## src/rtl/quasi_ports_pkg.sv

```systemverilog
// shared constants, modes and carrier structs for the two quasi-bidirectional ports
package quasi_ports_pkg;

  // port geometry
  localparam int PORT_W = 8;
  localparam int ADDR_W = 16;
  localparam logic [PORT_W-1:0] PORT_RESET = 8'hff;
  localparam logic [PORT_W-1:0] PORT_NONE = 8'h00;
  localparam logic [PORT_W-1:0] RELEASE_ALL = 8'hff;

  // first port alternate function bit positions
  localparam int BIT_TIMER_IO = 0;
  localparam int BIT_TIMER_TRIG = 1;
  localparam int BIT_SER_RX = 2;
  localparam int BIT_SER_TX = 3;
  localparam int BIT_IRQ_RISE_A = 4;
  localparam int BIT_IRQ_FALL_A = 5;
  localparam int BIT_IRQ_RISE_B = 6;
  localparam int BIT_IRQ_FALL_B = 7;

  // external address byte positions
  localparam int ADDR_HI_LSB = 8;
  localparam int ADDR_LO_LSB = 0;

  // strong pull-high pulse after a zero-to-one write
  localparam int CLK_PERIOD_NS = 40;
  localparam int STRONG_PULSE_NS = 80;
  localparam int PULSE_CYCLES = (STRONG_PULSE_NS + CLK_PERIOD_NS - 1) / CLK_PERIOD_NS;
  localparam int CNT_W = 2;
  localparam logic [CNT_W-1:0] PULSE_LAST = CNT_W'(PULSE_CYCLES - 1);
  localparam logic [CNT_W-1:0] CNT_ZERO = 2'h0;
  localparam logic [CNT_W-1:0] CNT_ONE = 2'h1;

  // external memory interface modes
  typedef enum logic [1:0] {
    MODE_TRAD = 2'h0,
    MODE_PAGE_ONE = 2'h1,
    MODE_PAGE_TWO = 2'h2
  } page_mode_e;

  // one external bus request from the core
  typedef struct packed {
    logic cycle;
    page_mode_e mode;
    logic addr_phase;
    logic write;
    logic addr_strobe;
    logic [ADDR_W-1:0] addr;
    logic [PORT_W-1:0] wdata;
  } ext_bus_s;

  // state of one pin cell
  typedef struct packed {
    logic latch;
    logic eff;
    logic [CNT_W-1:0] pulse_cnt;
    logic pin_o;
    logic pin_oe;
    logic weak_pu;
    logic sync_a;
    logic sync_b;
  } cell_state_s;

  // state of the port top
  typedef struct packed {
    logic [PORT_W-1:0] prev_p1;
    logic irq_rise_a;
    logic irq_fall_a;
    logic irq_rise_b;
    logic irq_fall_b;
    logic timer_io;
    logic timer_trig;
    logic ser_rx;
    logic ale;
    logic [PORT_W-1:0] rdata;
  } top_state_s;

endpackage

```

## src/rtl/quasi_bidir_ports_one_two.sv

```systemverilog
// two quasi-bidirectional ports with alternate functions and external address drive
// What this block does
// - first port resets all ones, weak pullup
// - second port resets high, weak pullup
// - written zero holds strong pulldown until one
// - zero-to-one write pulses strong high driver
// - weakly held bit acts as input
// - bits 0,1 carry timer two pins
// - bits 2,3 carry second serial port
// - bit4 rising, bit5 falling interrupt detect
// - bit6 rising, bit7 falling interrupt detect
// - second port drives upper address byte
// - page mode one: both address bytes
// - page mode two: upper address and data
// - address strobe latches low byte, in any mode
module quasi_bidir_ports_one_two (
  input wire logic i_sys_clk,
  input wire logic i_rst_b,
  // software writes to the port latches
  input wire logic i_first_port_wr,
  input wire logic [quasi_ports_pkg::PORT_W-1:0] i_first_port_wdata,
  input wire logic i_second_port_wr,
  input wire logic [quasi_ports_pkg::PORT_W-1:0] i_second_port_wdata,
  // pins
  input wire logic [quasi_ports_pkg::PORT_W-1:0] i_first_port_pins,
  output logic [quasi_ports_pkg::PORT_W-1:0] o_first_port_pins_o,
  output logic [quasi_ports_pkg::PORT_W-1:0] o_first_port_pins_oe,
  output logic [quasi_ports_pkg::PORT_W-1:0] o_first_port_weak_pu,
  input wire logic [quasi_ports_pkg::PORT_W-1:0] i_second_port_pins,
  output logic [quasi_ports_pkg::PORT_W-1:0] o_second_port_pins_o,
  output logic [quasi_ports_pkg::PORT_W-1:0] o_second_port_pins_oe,
  output logic [quasi_ports_pkg::PORT_W-1:0] o_second_port_weak_pu,
  // readback to the core
  output logic [quasi_ports_pkg::PORT_W-1:0] o_first_port_rd,
  output logic [quasi_ports_pkg::PORT_W-1:0] o_second_port_rd,
  output logic [quasi_ports_pkg::PORT_W-1:0] o_first_port_latch,
  output logic [quasi_ports_pkg::PORT_W-1:0] o_second_port_latch,
  // timer two
  input wire logic i_timer_two_ext_io_en,
  input wire logic i_timer_two_ext_io_out,
  output logic o_timer_two_ext_io_in,
  output logic o_timer_two_capture_trigger,
  // second serial port
  input wire logic i_second_serial_tx_en,
  input wire logic i_second_serial_transmit,
  output logic o_second_serial_receive,
  // external interrupts
  output logic o_ext_irq_rise_a,
  output logic o_ext_irq_fall_a,
  output logic o_ext_irq_rise_b,
  output logic o_ext_irq_fall_b,
  // external memory interface
  input wire quasi_ports_pkg::ext_bus_s i_ext_bus,
  output logic [quasi_ports_pkg::PORT_W-1:0] o_ext_rdata,
  output logic o_ale
);

  // pin levels reach this logic only through the two-flop synchroniser in
  // each cell, so the port readback lags the pin by two cycles, and the interrupt strobes
  // and the timer and serial inputs by a third; latency is traded for clean edges on slow,
  // unrelated board signals
  //
  // synchronised pin levels seen through the cells
  logic [quasi_ports_pkg::PORT_W-1:0] p1_sync;
  logic [quasi_ports_pkg::PORT_W-1:0] p2_sync;

  // ownership and value of each first-port pin by the on-chip functions
  logic [quasi_ports_pkg::PORT_W-1:0] p1_alt_en;
  logic [quasi_ports_pkg::PORT_W-1:0] p1_alt_val;

  // the second port is owned bytewise by the external bus
  logic [quasi_ports_pkg::PORT_W-1:0] p2_alt_en;
  logic [quasi_ports_pkg::PORT_W-1:0] p2_alt_val;
  logic [quasi_ports_pkg::PORT_W-1:0] bus_byte_now;
  logic bus_read_now;

  // all registered state of this level
  quasi_ports_pkg::top_state_s q;
  quasi_ports_pkg::top_state_s d;

  // one edge detector, shared by the four interrupt inputs
  function automatic logic edge_seen(
    input logic now_lvl,
    input logic was_lvl,
    input logic rising
  );
    logic hit;
    if (rising) begin
      hit = now_lvl & ~was_lvl;
    end else begin
      hit = ~now_lvl & was_lvl;
    end
    return hit;
  endfunction

  // byte that the second port shows during an external access
  function automatic logic [quasi_ports_pkg::PORT_W-1:0] bus_byte(
    input quasi_ports_pkg::ext_bus_s b
  );
    logic [quasi_ports_pkg::PORT_W-1:0] hi;
    logic [quasi_ports_pkg::PORT_W-1:0] lo;
    logic [quasi_ports_pkg::PORT_W-1:0] pick;
    hi = b.addr[quasi_ports_pkg::ADDR_HI_LSB +: quasi_ports_pkg::PORT_W];
    lo = b.addr[quasi_ports_pkg::ADDR_LO_LSB +: quasi_ports_pkg::PORT_W];
    pick = hi;
    unique case (b.mode)
      quasi_ports_pkg::MODE_TRAD: begin
        pick = hi;
      end
      quasi_ports_pkg::MODE_PAGE_ONE: begin
        // address phase carries the high byte, the other phase the low byte
        pick = b.addr_phase ? hi : lo;
      end
      quasi_ports_pkg::MODE_PAGE_TWO: begin
        if (b.addr_phase) begin
          pick = hi;
        end else if (b.write) begin
          pick = b.wdata;
        end else begin
          // released so the addressed device can drive the read byte
          pick = quasi_ports_pkg::RELEASE_ALL;
        end
      end
      default: begin
        // the fourth code names no mode; keep the plain address drive
        pick = hi;
      end
    endcase
    return pick;
  endfunction

  // true while a paged read expects data back on the second port
  function automatic logic bus_reads(input quasi_ports_pkg::ext_bus_s b);
    return b.cycle & ~b.write & ~b.addr_phase & (b.mode == quasi_ports_pkg::MODE_PAGE_TWO);
  endfunction

  // first-port pins that an on-chip function may drive
  for (genvar b = 0; b < quasi_ports_pkg::PORT_W; b++) begin : g_p1_alt
    if (b == quasi_ports_pkg::BIT_TIMER_IO) begin : g_timer
      assign p1_alt_en[b] = i_timer_two_ext_io_en;
      assign p1_alt_val[b] = i_timer_two_ext_io_out;
    end else if (b == quasi_ports_pkg::BIT_SER_TX) begin : g_ser_tx
      assign p1_alt_en[b] = i_second_serial_tx_en;
      assign p1_alt_val[b] = i_second_serial_transmit;
    end else begin : g_input_only
      // inputs and interrupt pins are never driven by a function
      assign p1_alt_en[b] = 1'h0;
      assign p1_alt_val[b] = 1'h1;
    end
  end

  // the external bus owns every second-port pin for the length of a cycle;
  // a latch bit left at zero still wins, so software must keep it at one
  assign bus_byte_now = bus_byte(i_ext_bus);
  assign bus_read_now = bus_reads(i_ext_bus);
  for (genvar b = 0; b < quasi_ports_pkg::PORT_W; b++) begin : g_p2_alt
    assign p2_alt_en[b] = i_ext_bus.cycle;
    assign p2_alt_val[b] = bus_byte_now[b];
  end

  // first port cells; each resets to latch one on the weak pullup
  for (genvar b = 0; b < quasi_ports_pkg::PORT_W; b++) begin : g_p1_cell
    quasi_pin_cell u_cell (
      .i_sys_clk(i_sys_clk),
      .i_rst_b(i_rst_b),
      .i_latch_wr(i_first_port_wr),
      .i_latch_val(i_first_port_wdata[b]),
      .i_alt_en(p1_alt_en[b]),
      .i_alt_val(p1_alt_val[b]),
      .i_pin(i_first_port_pins[b]),
      .o_pin_o(o_first_port_pins_o[b]),
      .o_pin_oe(o_first_port_pins_oe[b]),
      .o_weak_pu(o_first_port_weak_pu[b]),
      .o_pin_sync(p1_sync[b]),
      .o_latch(o_first_port_latch[b])
    );
  end

  // second port cells; same reset to high on the weak pullup
  for (genvar b = 0; b < quasi_ports_pkg::PORT_W; b++) begin : g_p2_cell
    quasi_pin_cell u_cell (
      .i_sys_clk(i_sys_clk),
      .i_rst_b(i_rst_b),
      .i_latch_wr(i_second_port_wr),
      .i_latch_val(i_second_port_wdata[b]),
      .i_alt_en(p2_alt_en[b]),
      .i_alt_val(p2_alt_val[b]),
      .i_pin(i_second_port_pins[b]),
      .o_pin_o(o_second_port_pins_o[b]),
      .o_pin_oe(o_second_port_pins_oe[b]),
      .o_weak_pu(o_second_port_weak_pu[b]),
      .o_pin_sync(p2_sync[b]),
      .o_latch(o_second_port_latch[b])
    );
  end

  // next state: interrupt edges, alternate inputs, strobe and read capture
  always_comb begin
    d = q;
    d.prev_p1 = p1_sync;
    d.irq_rise_a = edge_seen(p1_sync[quasi_ports_pkg::BIT_IRQ_RISE_A],
      q.prev_p1[quasi_ports_pkg::BIT_IRQ_RISE_A], 1'h1);
    d.irq_fall_a = edge_seen(p1_sync[quasi_ports_pkg::BIT_IRQ_FALL_A],
      q.prev_p1[quasi_ports_pkg::BIT_IRQ_FALL_A], 1'h0);
    d.irq_rise_b = edge_seen(p1_sync[quasi_ports_pkg::BIT_IRQ_RISE_B],
      q.prev_p1[quasi_ports_pkg::BIT_IRQ_RISE_B], 1'h1);
    d.irq_fall_b = edge_seen(p1_sync[quasi_ports_pkg::BIT_IRQ_FALL_B],
      q.prev_p1[quasi_ports_pkg::BIT_IRQ_FALL_B], 1'h0);
    // timer and serial inputs pass on the synchronised level
    d.timer_io = p1_sync[quasi_ports_pkg::BIT_TIMER_IO];
    d.timer_trig = p1_sync[quasi_ports_pkg::BIT_TIMER_TRIG];
    d.ser_rx = p1_sync[quasi_ports_pkg::BIT_SER_RX];
    // strobe lets outside logic latch the low byte of the address
    d.ale = i_ext_bus.cycle & i_ext_bus.addr_strobe;
    // the synchroniser adds two cycles, so a read phase must outlast that
    if (bus_read_now) begin
      d.rdata = p2_sync;
    end
  end

  // idle pins are high, so the edge history starts high: no false edge after reset
  always_ff @(posedge i_sys_clk or negedge i_rst_b) begin
    if (!i_rst_b) begin
      q.prev_p1 <= quasi_ports_pkg::PORT_RESET;
      q.irq_rise_a <= 1'h0;
      q.irq_fall_a <= 1'h0;
      q.irq_rise_b <= 1'h0;
      q.irq_fall_b <= 1'h0;
      q.timer_io <= 1'h1;
      q.timer_trig <= 1'h1;
      q.ser_rx <= 1'h1;
      q.ale <= 1'h0;
      q.rdata <= quasi_ports_pkg::PORT_NONE;
    end else begin
      q <= d;
    end
  end

  // every output comes from a register here or in a pin cell
  assign o_first_port_rd = p1_sync;
  assign o_second_port_rd = p2_sync;
  assign o_timer_two_ext_io_in = q.timer_io;
  assign o_timer_two_capture_trigger = q.timer_trig;
  assign o_second_serial_receive = q.ser_rx;
  assign o_ext_irq_rise_a = q.irq_rise_a;
  assign o_ext_irq_fall_a = q.irq_fall_a;
  assign o_ext_irq_rise_b = q.irq_rise_b;
  assign o_ext_irq_fall_b = q.irq_fall_b;
  assign o_ext_rdata = q.rdata;
  assign o_ale = q.ale;
endmodule

```

## src/rtl/quasi_pin_cell.sv

```systemverilog
// one quasi-bidirectional pin: latch, drive sequencing and input synchroniser
module quasi_pin_cell (
  input wire logic i_sys_clk,
  input wire logic i_rst_b,
  input wire logic i_latch_wr,
  input wire logic i_latch_val,
  input wire logic i_alt_en,
  input wire logic i_alt_val,
  input wire logic i_pin,
  output logic o_pin_o,
  output logic o_pin_oe,
  output logic o_weak_pu,
  output logic o_pin_sync,
  output logic o_latch
);

  quasi_ports_pkg::cell_state_s q;
  quasi_ports_pkg::cell_state_s d;

  // next state: latch, effective level, drive phase
  always_comb begin
    d = q;
    if (i_latch_wr) begin
      d.latch = i_latch_val;
    end
    // function owns pin only while latch stays one
    d.eff = d.latch & (~i_alt_en | i_alt_val);
    d.sync_a = i_pin;
    d.sync_b = q.sync_a;
    if (!d.eff) begin
      d.pin_o = 1'h0;
      d.pin_oe = 1'h1;
      d.weak_pu = 1'h0;
      d.pulse_cnt = quasi_ports_pkg::CNT_ZERO;
    end else if (!q.eff) begin
      d.pin_o = 1'h1;
      d.pin_oe = 1'h1;
      d.weak_pu = 1'h1;
      d.pulse_cnt = quasi_ports_pkg::PULSE_LAST;
    end else if (q.pulse_cnt != quasi_ports_pkg::CNT_ZERO) begin
      d.pin_o = 1'h1;
      d.pin_oe = 1'h1;
      d.weak_pu = 1'h1;
      d.pulse_cnt = q.pulse_cnt - quasi_ports_pkg::CNT_ONE;
    end else begin
      // strong driver off so outside logic may pull low
      d.pin_o = 1'h1;
      d.pin_oe = 1'h0;
      d.weak_pu = 1'h1;
    end
  end

  // reset leaves pin high on the weak pullup only
  always_ff @(posedge i_sys_clk or negedge i_rst_b) begin
    if (!i_rst_b) begin
      q <= '{latch: 1'h1, eff: 1'h1, pulse_cnt: quasi_ports_pkg::CNT_ZERO, pin_o: 1'h1,
             pin_oe: 1'h0, weak_pu: 1'h1, sync_a: 1'h1, sync_b: 1'h1};
    end else begin
      q <= d;
    end
  end

  // outputs straight from flops
  assign o_pin_o = q.pin_o;
  assign o_pin_oe = q.pin_oe;
  assign o_weak_pu = q.weak_pu;
  assign o_pin_sync = q.sync_b;
  assign o_latch = q.latch;
endmodule

```

## config.mk

```make
export PLATFORM = sky130hd
export DESIGN_NAME = quasi_bidir_ports_one_two
export DESIGN_NICKNAME = d
export VERILOG_FILES = /design/src/rtl/quasi_ports_pkg.sv /design/src/rtl/quasi_bidir_ports_one_two.sv /design/src/rtl/quasi_pin_cell.sv
export SDC_FILE = /design/constraint.sdc
export NUM_CORES = 1
export LEC_CHECK = 0
export BUFFER_PORTS_ARGS = -buffer_cell sky130_fd_sc_hd__buf_2
export CORE_MARGIN = 8
export CORE_UTILIZATION = 50
export CTS_CLUSTER_SIZE = 25
export DETAILED_ROUTE_END_ITERATION = 10
export MAX_ROUTING_LAYER = met4
export PLACE_DENSITY_LB_ADDON = 0.2
export SLEW_MARGIN = 30
export SYNTH_ARGS = -nofsm -noshare
export SYNTH_HDL_FRONTEND = slang
export SYNTH_SLANG_ARGS = --single-unit
```

## constraint.sdc

```tcl
create_clock -name i_sys_clk -period 1.5 [get_ports i_sys_clk]
set_clock_uncertainty 0.05 [all_clocks]
set_input_delay 0.15 -clock i_sys_clk [delete_from_list [all_inputs] [get_ports i_sys_clk]]
set_output_delay 0.15 -clock i_sys_clk [all_outputs]
set_load 0.05 [all_outputs]
```

==> reports/summary.txt, run 1 <==
outcome: finished, final reports clean
post-synthesis adder-cell area fraction: 3.96%
RSZ-0062 raised after global routing: yes
Crit path max-delay family: flip-flops
r2r startpoint: g_p1_cell[0].u_cell.o_latch$_DFF_PN1_
Max clock buf depth: 2
Nets: 716
I/O pins: 166
DR pass1 iterations: 5
Post-synth top flop: dfstp_2
Inserted Clock Buffers: 17
clk slew on worst S/H paths: 0.05 ns
Mapped Cells: 477
hold slack final: 0.0189 ns
Ys Warns: 0
core outline area: 11300 sq um
max frequency: 685 MHz
vias per cell: 4.82
synth-to-layout area growth: 28.4%
die area: 15100 sq um
cell leakage power: 3.43 nW
Tightest Pin Transition: 0.577 ns
XOR/XNOR Fraction of Synth Area: 1.54%
WL/cell: 15.5 um
Synth Net Count: 565
first-pass GRT wire length: 19900 um
post-synth top area share: 30.0%
overall routed net length: 12200 um
worst r2r dst: g_p1_cell[0].u_cell.q[5]$_DFFE_PN0P_
vias: 3782
share of cells above drive strength 1: 48.7%
post-synthesis mux area share: 5.78%
critical-path cell list: buf_2
Site Rows: 39
synthesized area: 5690 sq um
Synth Area in Simple Gates: 7.54%
fin crit share: 97.4%
critical path buffer and inverter count: 1
post-synthesis sequential area ratio: 56.8%
Iter 0 DRT Violations: 157
Crit path largest cell delay: 0.57 ns
Synth area leader: dfstp_2
Hold Crit Depth: 2
largest family of logic cells by synthesized area: buffers and inverters
Max Cap Viol: 0
Synth cell types: 35
Max Fanout on Critical Path: 5
final RePlAce weighted congestion: 0.810
reg2reg setup slack: 0.16 ns
data required time of the critical path: 1.30 ns
total gr overflow: 0
vias in the first global route: 4048
R2R cell count: 3
worst slack at placement: -0.273 ns
Final setup violation count: 0
Detail Placement HPWL: 8830 um
hold crit path type: in -> reg
EDFF count, synth: 0
Worst-Skew Late Latency: 0.40 ns
final-report hold violation count: 0
Routed Antenna Nets: 0
Slew headroom: 61.5%
Hold Path End: g_p1_cell[3].u_cell.o_latch$_DFF_PN1_
Starting Density: 50.5%
GRT Util Overall: 17.3%
CTS tree: done
VDD IR max: 891 uV
H-tree Lvls: 4
CP Class: reg -> out
Worst setup EP type: primary output
syn_area_per_cell: 11.9 sq um
Critical-path top delay cell: dfstp_2
DRC violations left: 0
Critical Path Start Type: flop
Tmin final: 1.46 ns
count leader, synth: buf_4
# diodes: 0
port bufs: 165
largest net degree at the start of global routing: 31
Root Driver: clkbuf_16
initial antenna violation count: 0
Synth async-reset ratio: 100%
die width: 123 um
Die Height: 123 um
Synth Area in Compound Gates: 9.36%
FF+latch count, synth: 126
most frequent cells after synthesis: 89 x buf_4, 65 x dfstp_2, 61 x dfrtp_1
Critical Path AT: 1.26 ns
worst setup margin: 0.0396 ns
hold path start: i_first_port_wr
synth top area cells: dfstp_2 30%, dfrtp_1 27%, buf_4 12%
clk sinks: 126
Final Max Slew Viols: 0
Cell Pwr Density: 1520 nW/um^2
[how the worst max path moves through the flow]
stage	from	to	slack, ns	cells past startpoint
2_1_floorplan	i_ext_bus[27]	g_p2_cell[0].u_cell.q[5]$_DFFE_PN0P_	-0.002	6
3_3_place_gp	i_ext_bus[27]	g_p2_cell[7].u_cell.q[5]$_DFFE_PN0P_	-0.22	6
3_5_place_dp	i_ext_bus[27]	g_p2_cell[5].u_cell.q[5]$_DFFE_PN0P_	-0.27	6
4_1_cts	g_p1_cell[5].u_cell.o_latch$_DFF_PN1_	o_first_port_latch[5]	0.008	1
5_1_grt	g_p1_cell[6].u_cell.o_latch$_DFF_PN1_	o_first_port_weak_pu[6]	-0.02	1
6_report	g_p1_cell[0].u_cell.q[7]$_DFF_PN1_	o_first_port_pins_o[0]	0.04	1
[placed cells by master (no fill, tap or decap), types with 10 or more instances in the layout]
cell	n
clkbuf_16	17
mux2_2	23
dfstp_2	65
dlygate4sd3_1	40
buf_2	141
buf_4	19
o21ai_0	16
xor2_1	10
dfrtp_1	61
nand2_1	14
inv_1	45
a221oi_1	12
nand3_1	10
o211ai_1	13
a21oi_1	20
ha_1	18
nor2_1	20
and2_1	10
clkbuf_4	21
[routing by layer]
layer  routed length (um)  GRT usage (%)  up-vias
met4                  154           5.71        0
met5                    0              -        -
li1                     -              -     1815
met1                 5010           19.4     1821
met2                 6140           28.9      128
met3                  883           5.11       18
[sequential cells by signal, summed over array words and instances, names as in the netlist, 7 cells and up]
register	count
g_p2_cell.u_cell.q	24
g_p1_cell.u_cell.q	18
g_p1_cell.u_cell.d	8
g_p1_cell.u_cell.o_latch	8
g_p1_cell.u_cell.o_pin_oe	8
g_p1_cell.u_cell.o_pin_sync	8
g_p2_cell.u_cell.d	8
g_p2_cell.u_cell.o_latch	8
g_p2_cell.u_cell.o_pin_oe	8
g_p2_cell.u_cell.o_pin_sync	8
o_ext_rdata	8
q	7
[metrics by stage]
step | TNS (ns) | cell area (sq um) | instances | util [%] | total power, mW
after global routing | -0.0666 | 7310 | 784 | 64.9 | 11.6
after detailed placement | -6.06 | 6200 | 712 | 55.0 | 6.65
final | 0 | 7310 | 784 | 64.9 | 11.1
after floorplan | -0.0134 | 5690 | 477 | - | 6.28
after CTS | 0 | 7250 | 784 | 64.3 | 11.2
after global placement | -4.24 | 6200 | 712 | 55.0 | 6.56
[power breakdown]
group	total [mW]	switching [mW]	internal, mW
clock	4.40	1.54	2.86
sequential	4.10	0.224	3.87
combinational	2.61	1.76	0.846
total	11.1	3.53	7.58
[kinds of logic (layout without fill, tap and decap cells)]
group / Yosys count / count (layout)
AO/OA/AOI/OAI: 78 / 78
XOR/XNOR: 10 / 10
adder cells (fa/ha/maj): 18 / 18
flip-flops: 126 / 126
buffers and inverters: 138 / 302
multiplexers: 30 / 30
AND/OR/NAND/NOR: 77 / 77
[final cells by class]
class,instances,area [sq um]
Clock buffer,18,439
Clock inverter,14,204
Fill cell,827,3960
Inverter,46,173
Multi-Input combinational cell,213,1620
Sequential cell,126,3230
Tap cell,143,179
Timing Repair Buffer,224,1470
[repair_timing]
| action | CTS | global route |
|---|---|---|
| hold endpoints to repair | 118 | 0 |
| endpoints found under the setup margin | 2 | 26 |
| hold buffers | 40 | 0 |
| setup buffers | 0 | 0 |
| resized for setup | 2 | 23 |
Power figures use the tool's default switching activity.
==> inputs of run 2 (changes only) <==
--- a/config.mk
+++ b/config.mk
@@ -7,11 +7,13 @@
 export LEC_CHECK = 0
 export BUFFER_PORTS_ARGS = -buffer_cell sky130_fd_sc_hd__buf_2
 export CORE_MARGIN = 8
-export CORE_UTILIZATION = 50
+export CORE_UTILIZATION = 40
+export CTS_BUF_LIST = sky130_fd_sc_hd__clkbuf_4 sky130_fd_sc_hd__clkbuf_8
 export CTS_CLUSTER_SIZE = 25
 export DETAILED_ROUTE_END_ITERATION = 10
 export MAX_ROUTING_LAYER = met4
 export PLACE_DENSITY_LB_ADDON = 0.2
+export SKIP_CTS_REPAIR_TIMING = 1
 export SLEW_MARGIN = 30
 export SYNTH_ARGS = -nofsm -noshare
 export SYNTH_HDL_FRONTEND = slang
==> run 2 against run 1 <==
Core utilization down 13 points. Die area up 22%. Wire length rose by 4.4%. Flip-flop and latch count unchanged. Sequential share of layout area increased by 0.27 points. Via count rose by 1.8%. Register-to-register slack improved by 0.04 ns. Critical endpoint is now o_first_port_weak_pu[5].
==> reports/summary.txt, run 2 (synthesis gave the netlist of run 1 again) <==
synth-to-layout area growth: 27.6%
data required time of the critical path: 1.30 ns (about the same)
area occupied by multi-input gates: 1600 sq um (-0.77%)
commonest cells after routing, fill and taps aside: 121 x buf_2, 65 x dfstp_2, 61 x dfrtp_1, 46 x buf_4, 45 x inv_1
cell leakage power: 3.37 nW (-1.7%)
I/O pins: 166 (unchanged)
core outline area: 13900 sq um (+23%)
H-tree Lvls: 4 (unchanged)
Slew headroom: 53.9% (-7.6 points)
final-report hold violation count: 0 (unchanged)
Critical Path AT: 1.28 ns (+0.02 ns)
overall routed net length: 12700 um (+4.4%)
Pint: 6.45 mW (-15%)
flip-flop and latch area: 3230 sq um (unchanged)
Crit path max-delay family: flip-flops
Inserted Clock Buffers: 17 (unchanged)
Site Rows: 43 (+10%)
Max clock buf depth: 2 (unchanged)
DRC violations left: 0 (unchanged)
hold crit path type: in -> reg
WL/cell: 15.4 um (-1.1%)
max reg flops: 24 (unchanged)
fin util: 52.4% (-13 points)
outcome: finished, final reports clean
share of cells above drive strength 1: 48.8% (+0.17 points)
Detail Placement HPWL: 9470 um (+7.2%)
Crit path largest cell delay: 0.62 ns (+0.05 ns)
VDD IR max: 624 uV (-30%)
Routed Antenna Nets: 0 (unchanged)
Critical Path Start Type: flop
Final Max Slew Viols: 0 (unchanged)
initial antenna violation count: 0 (unchanged)
Cell Pwr Density: 1360 nW/um^2 (-10%)
die width: 135 um (+10%)
vias in the first global route: 4037 (-0.27%)
die area: 18300 sq um (+22%)
first-pass GRT wire length: 19800 um (-0.18%)
vias: 3850 (+1.8%)
Tmin final: 1.48 ns (+0.0175 ns)
total gr overflow: 0 (unchanged)
RSZ-0062 raised after global routing: yes
final RePlAce weighted congestion: 0.833 (+2.8%)
CP Class: reg -> out
Worst-Skew Late Latency: 0.43 ns (+0.03 ns)
switching pwr: 3.44 mW (-2.5%)
largest reg by FF count: g_p2_cell.u_cell.q
largest net degree at the start of global routing: 33 (+6.5%)
port bufs: 165 (unchanged)
GRT Util Overall: 14.1% (-3.1 points)
clk sinks: 126 (unchanged)
fin crit share: 98.5% (+1.2 points)
Gate power share: 27.1% (+3.6 points)
Worst setup EP type: primary output
Iter 0 DRT Violations: 182 (+16%)
Nets: 722 (+0.84%)
Tightest Pin Transition: 0.692 ns (+0.114 ns)
DR pass1 iterations: 4 (-1)
Filler cells: 1191 (+44%)
Starting Density: 41.0% (-9.5 points)
Seq pwr share: 41.4% (+4.5 points)
critical-path cell list: buf_4
vias per cell: 4.66 (-3.5%)
clock network fraction of total power: 31.4% (-8.2 points)
biggest registers after layout: g_p2_cell.u_cell.q (24), g_p1_cell.u_cell.q (18)
CTS tree: done
switching part of the total power: 34.8% (+3.0 points)
hold slack final: 0.0118 ns (-0.00717 ns)
clk slew on worst S/H paths: 0.08 ns (+0.03 ns)
# diodes: 0 (unchanged)
Die Height: 135 um (+10%)
setup_tns: 0 ns (unchanged)
Final setup violation count: 0 (unchanged)
Root Driver: clkbuf_8
Max Cap Viol: 0 (unchanged)
max frequency: 677 MHz (-1.2%)
critical path buffer and inverter count: 1 (unchanged)
Critical-path top delay cell: dfstp_2
Max Fanout on Critical Path: 7 (+2)
commonest non-fill, non-tap cell in the layout: buf_2
## run 2: cell types whose count changed in the layout (fill, tap and decap cells not counted), sizes merged
cell and change:
bufinv -1, clkbuf -15, buf +20, inv -1, clkinvlp +3
## run 2: metal layers
metal	GRT usage [%]	vias to the layer above	part of all wire, %
met4	5.80	0	1.5
met5	-	-	0
li1	-	1826	-
met1	17.1	1862	45
met3	4.75	18	7.1
met2	21.3	144	46
## run 2: worst paths after layout
kind | cells after the start | to | slack (ns) | start
worst max-delay path | 1 | o_first_port_weak_pu[5] | 0.02 | g_p1_cell[5].u_cell.o_latch$_DFF_PN1_
worst max register to register | 4 | g_p2_cell[1].u_cell.o_pin_oe$_DFF_PN0_ | 0.20 | g_p2_cell[1].u_cell.o_latch$_DFF_PN1_
worst min-delay path | 4 | g_p2_cell[0].u_cell.q[7]$_DFF_PN1_ | 0.01 | i_ext_bus[16]
max in group asynchronous | 3 | g_p2_cell[2].u_cell.o_latch$_DFF_PN1_ | 0.68 | i_rst_b
min in group asynchronous | 2 | g_p2_cell[6].u_cell.o_pin_oe$_DFF_PN0_ | 0.12 | i_rst_b
worst min register to register | 0 | g_p2_cell[6].u_cell.o_pin_sync$_DFF_PN1_ | 0.31 | g_p2_cell[6].u_cell.d[0]$_DFF_PN1_
## run 2: per-stage QoR
| step | setup WS, ns | cell area [sq um] | cells | power [mW] |
|---|---|---|---|---|
| 3_5_place_dp | -0.360 | 6290 | 755 | 6.67 |
| 4_1_cts | -0.0691 | 6710 | 787 | 9.85 |
| 3_3_place_gp | -0.218 | 6290 | 755 | 6.59 |
| 5_1_grt | -0.0387 | 7270 | 827 | 10.4 |
| 2_1_floorplan | -0.00191 | 5690 | 477 | 6.28 |
| 6_report | 0.0221 | 7270 | 827 | 9.89 |
## run 2: power by group through the flow
stage | clock, mW | sequential (mW) | combinational [mW]
2_1_floorplan | 0 | 4.12 | 2.16
3_3_place_gp | 0 | 4.12 | 2.46
3_5_place_dp | 0 | 4.14 | 2.53
4_1_cts | 3.23 | 4.09 | 2.54
5_1_grt | 3.37 | 4.15 | 2.90
6_report | 3.11 | 4.10 | 2.68
## run 2: area by class of cell
cell class                 instances  area share [%]
tap                              180            3.10
multi-input combinational        213            22.1
inverter                          46            2.38
clock buffer                      17            3.22
sequential                       126            44.5
clock inverter                    15            2.57
timing repair buffer             230            22.2
==> inputs of run 3 (changes only) <==
--- a/config.mk
+++ b/config.mk
@@ -6,6 +6,8 @@
 export NUM_CORES = 1
 export LEC_CHECK = 0
 export BUFFER_PORTS_ARGS = -buffer_cell sky130_fd_sc_hd__buf_2
+export CELL_PAD_IN_SITES_DETAIL_PLACEMENT = 1
+export CELL_PAD_IN_SITES_GLOBAL_PLACEMENT = 1
 export CORE_MARGIN = 8
 export CORE_UTILIZATION = 40
 export CTS_BUF_LIST = sky130_fd_sc_hd__clkbuf_4 sky130_fd_sc_hd__clkbuf_8
==> run 3 against run 2 <==
Combinational power is essentially flat. Die area is the same. The flow now finishes with violations (setup timing). Clock power shrank 6%. Fmax shrank 2.1%. Critical path type unchanged. Critical endpoint is now o_first_port_pins_o[4]. Register-to-register slack lost 0.05 ns.
==> reports/summary.txt, run 3 (synthesis gave the netlist of run 1 again) <==
first-pass GRT wire length: 21000 um (+6.2%)
Filler cells: 1525 (+28%)
Cell Pwr Density: 1350 nW/um^2 (-0.70%)
die width: 135 um (unchanged)
reg2reg setup slack: 0.15 ns (-0.05 ns)
Iter 0 DRT Violations: 153 (-16%)
Critical-path top delay cell: dfstp_2
vias in the first global route: 4126 (+2.2%)
critical path buffer and inverter count: 1 (unchanged)
Critical Path Start Type: flop
Crit path max-delay family: flip-flops
Max Fanout on Critical Path: 7 (unchanged)
Final Max Slew Viols: 0 (unchanged)
Hold Crit Depth: 4 (unchanged)
fin crit share: 101% (+2.1 points)
vias: 3864 (+0.36%)
Hold Path End: g_p2_cell[5].u_cell.q[7]$_DFF_PN1_
DRC violations left: 0 (unchanged)
worst slack at placement: -0.387 ns (-0.0272 ns)
Inserted Clock Buffers: 17 (unchanged)
die area: 18300 sq um (unchanged)
commonest cells after routing, fill and taps aside: 128 x buf_2, 65 x dfstp_2, 61 x dfrtp_1, 45 x inv_1, 42 x buf_4
I/O pins: 166 (unchanged)
Nets: 717 (-0.69%)
largest reg by FF count: g_p2_cell.u_cell.q
Root Driver: clkbuf_8
overall routed net length: 13500 um (+6.1%)
hold path start: i_ext_bus[21]
final RePlAce weighted congestion: 0.783 (-6.0%)
outcome: finished with violations
Site Rows: 43 (unchanged)
failing checks: setup timing
hold crit path type: in -> reg
core outline area: 13900 sq um (unchanged)
H-tree Lvls: 4 (unchanged)
clk sinks: 126 (unchanged)
# diodes: 0 (unchanged)
port bufs: 165 (unchanged)
CP Class: reg -> out
initial antenna violation count: 0 (unchanged)
largest net degree at the start of global routing: 50 (+52%)
CTS tree: done
total gr overflow: 0 (unchanged)
Critical Path AT: 1.31 ns (+0.03 ns)
DR pass1 iterations: 4 (unchanged)
Routed Antenna Nets: 0 (unchanged)
data required time of the critical path: 1.30 ns (about the same)
R2R cell count: 3 (-1)
WL/cell: 16.4 um (+6.8%)
Slew headroom: 64.4% (+10 points)
Starting Density: 41.0% (unchanged)
vias per cell: 4.70 (+0.97%)
Detail Placement HPWL: 10100 um (+6.8%)
Die Height: 135 um (unchanged)
Pwr Total: 9.69 mW (-2.0%)
GRT Util Overall: 15.1% (+1.0 points)
critical-path cell list: buf_2
Worst-Skew Late Latency: 0.42 ns (about the same)
max reg flops: 24 (unchanged)
RSZ-0062 raised after global routing: yes
Worst setup EP type: primary output
synth-to-layout area growth: 26.0%
Crit path largest cell delay: 0.60 ns (-0.02 ns)
VDD IR max: 670 uV (+7.4%)
worst r2r dst: g_p1_cell[3].u_cell.q[5]$_DFFE_PN0P_
Max clock buf depth: 2 (unchanged)
commonest non-fill, non-tap cell in the layout: buf_2
max frequency: 663 MHz (-2.1%)
share of cells above drive strength 1: 49.4% (+0.54 points)
Final setup violation count: 3 (+3)
cell leakage power: 3.34 nW (-0.85%)
clk slew on worst S/H paths: 0.07 ns (about the same)
biggest registers after layout: g_p2_cell.u_cell.q (24), g_p1_cell.u_cell.q (18)
final-report hold violation count: 0 (unchanged)
worst setup margin: -0.00893 ns (-0.0310 ns)
Max Cap Viol: 0 (unchanged)
Tightest Pin Transition: 0.534 ns (-0.157 ns)
r2r startpoint: g_p1_cell[3].u_cell.o_latch$_DFF_PN1_
Tmin final: 1.51 ns (+0.0310 ns)
run 3: cell types whose count changed in the layout (fill, tap and decap cells not counted), sizes merged:
cell	previous run	this run
dlygate4sd3	40	38
bufinv	3	2
buf	183	178
inv	51	47
clkbuf	24	31
run 3: through the flow:
| step | hold slack, ns | TNS, ns | utilization [%] | cell area [sq um] | std cells |
|---|---|---|---|---|---|
| final | 0.0255 | -0.0198 | 51.7 | 7170 | 822 |
| after global routing | 0.00926 | -0.326 | 51.7 | 7170 | 822 |
| after CTS | -0.450 | -1.01 | 48.0 | 6660 | 784 |
| after detailed placement | 0.0375 | -9.21 | 45.1 | 6250 | 752 |
| after global placement | 0.0353 | -7.20 | 45.1 | 6250 | 752 |
| after floorplan | -0.196 | -0.0134 | - | 5690 | 477 |
run 3: worst max-delay path by stage:
stage | slack [ns] | from | endpoint | cells past startpoint
after floorplan | -0.002 | i_ext_bus[27] | g_p2_cell[0].u_cell.q[5]$_DFFE_PN0P_ | 6
after global placement | -0.32 | i_ext_bus[27] | g_p2_cell[5].u_cell.q[5]$_DFFE_PN0P_ | 7
after detailed placement | -0.39 | i_ext_bus[27] | g_p2_cell[5].u_cell.q[5]$_DFFE_PN0P_ | 7
after CTS | -0.06 | g_p1_cell[4].u_cell.o_latch$_DFF_PN1_ | o_first_port_latch[4] | 1
after global routing | -0.09 | g_p1_cell[4].u_cell.o_latch$_DFF_PN1_ | o_first_port_pins_o[4] | 1
final | -0.009 | g_p1_cell[4].u_cell.o_latch$_DFF_PN1_ | o_first_port_pins_o[4] | 1
run 3: per-layer routing:
layer / global-route usage, % / wire [um] / vias up
met5: - / 0 / -
met4: 5.55 / 148 / 0
met3: 4.49 / 845 / 12
met2: 23.9 / 6770 / 127
met1: 18.0 / 5740 / 1915
li1: - / - / 1810
run 3: power by group:
group	switching (mW)	internal [mW]	total (mW)	leakage (nW)
logic	1.79	0.875	2.67	1.72
registers	0.230	3.87	4.10	1.42
clock network	1.29	1.64	2.93	0.202
run 3: tightest hold or removal path, cell delays in order:
cell	delay, ns
buf_2	0.11
o21ai_0	0.06
buf_4	0.13
a21oi_1	0.06
run 3: layout make-up:
class,count,area [sq um],area share (%)
timing repair buffer,225,1510,21.1
clock inverter,10,111,1.55
tap,180,225,3.14
inverter,46,173,2.41
sequential,126,3230,45.1
clock buffer,22,290,4.05
multi-input combinational,213,1630,22.7
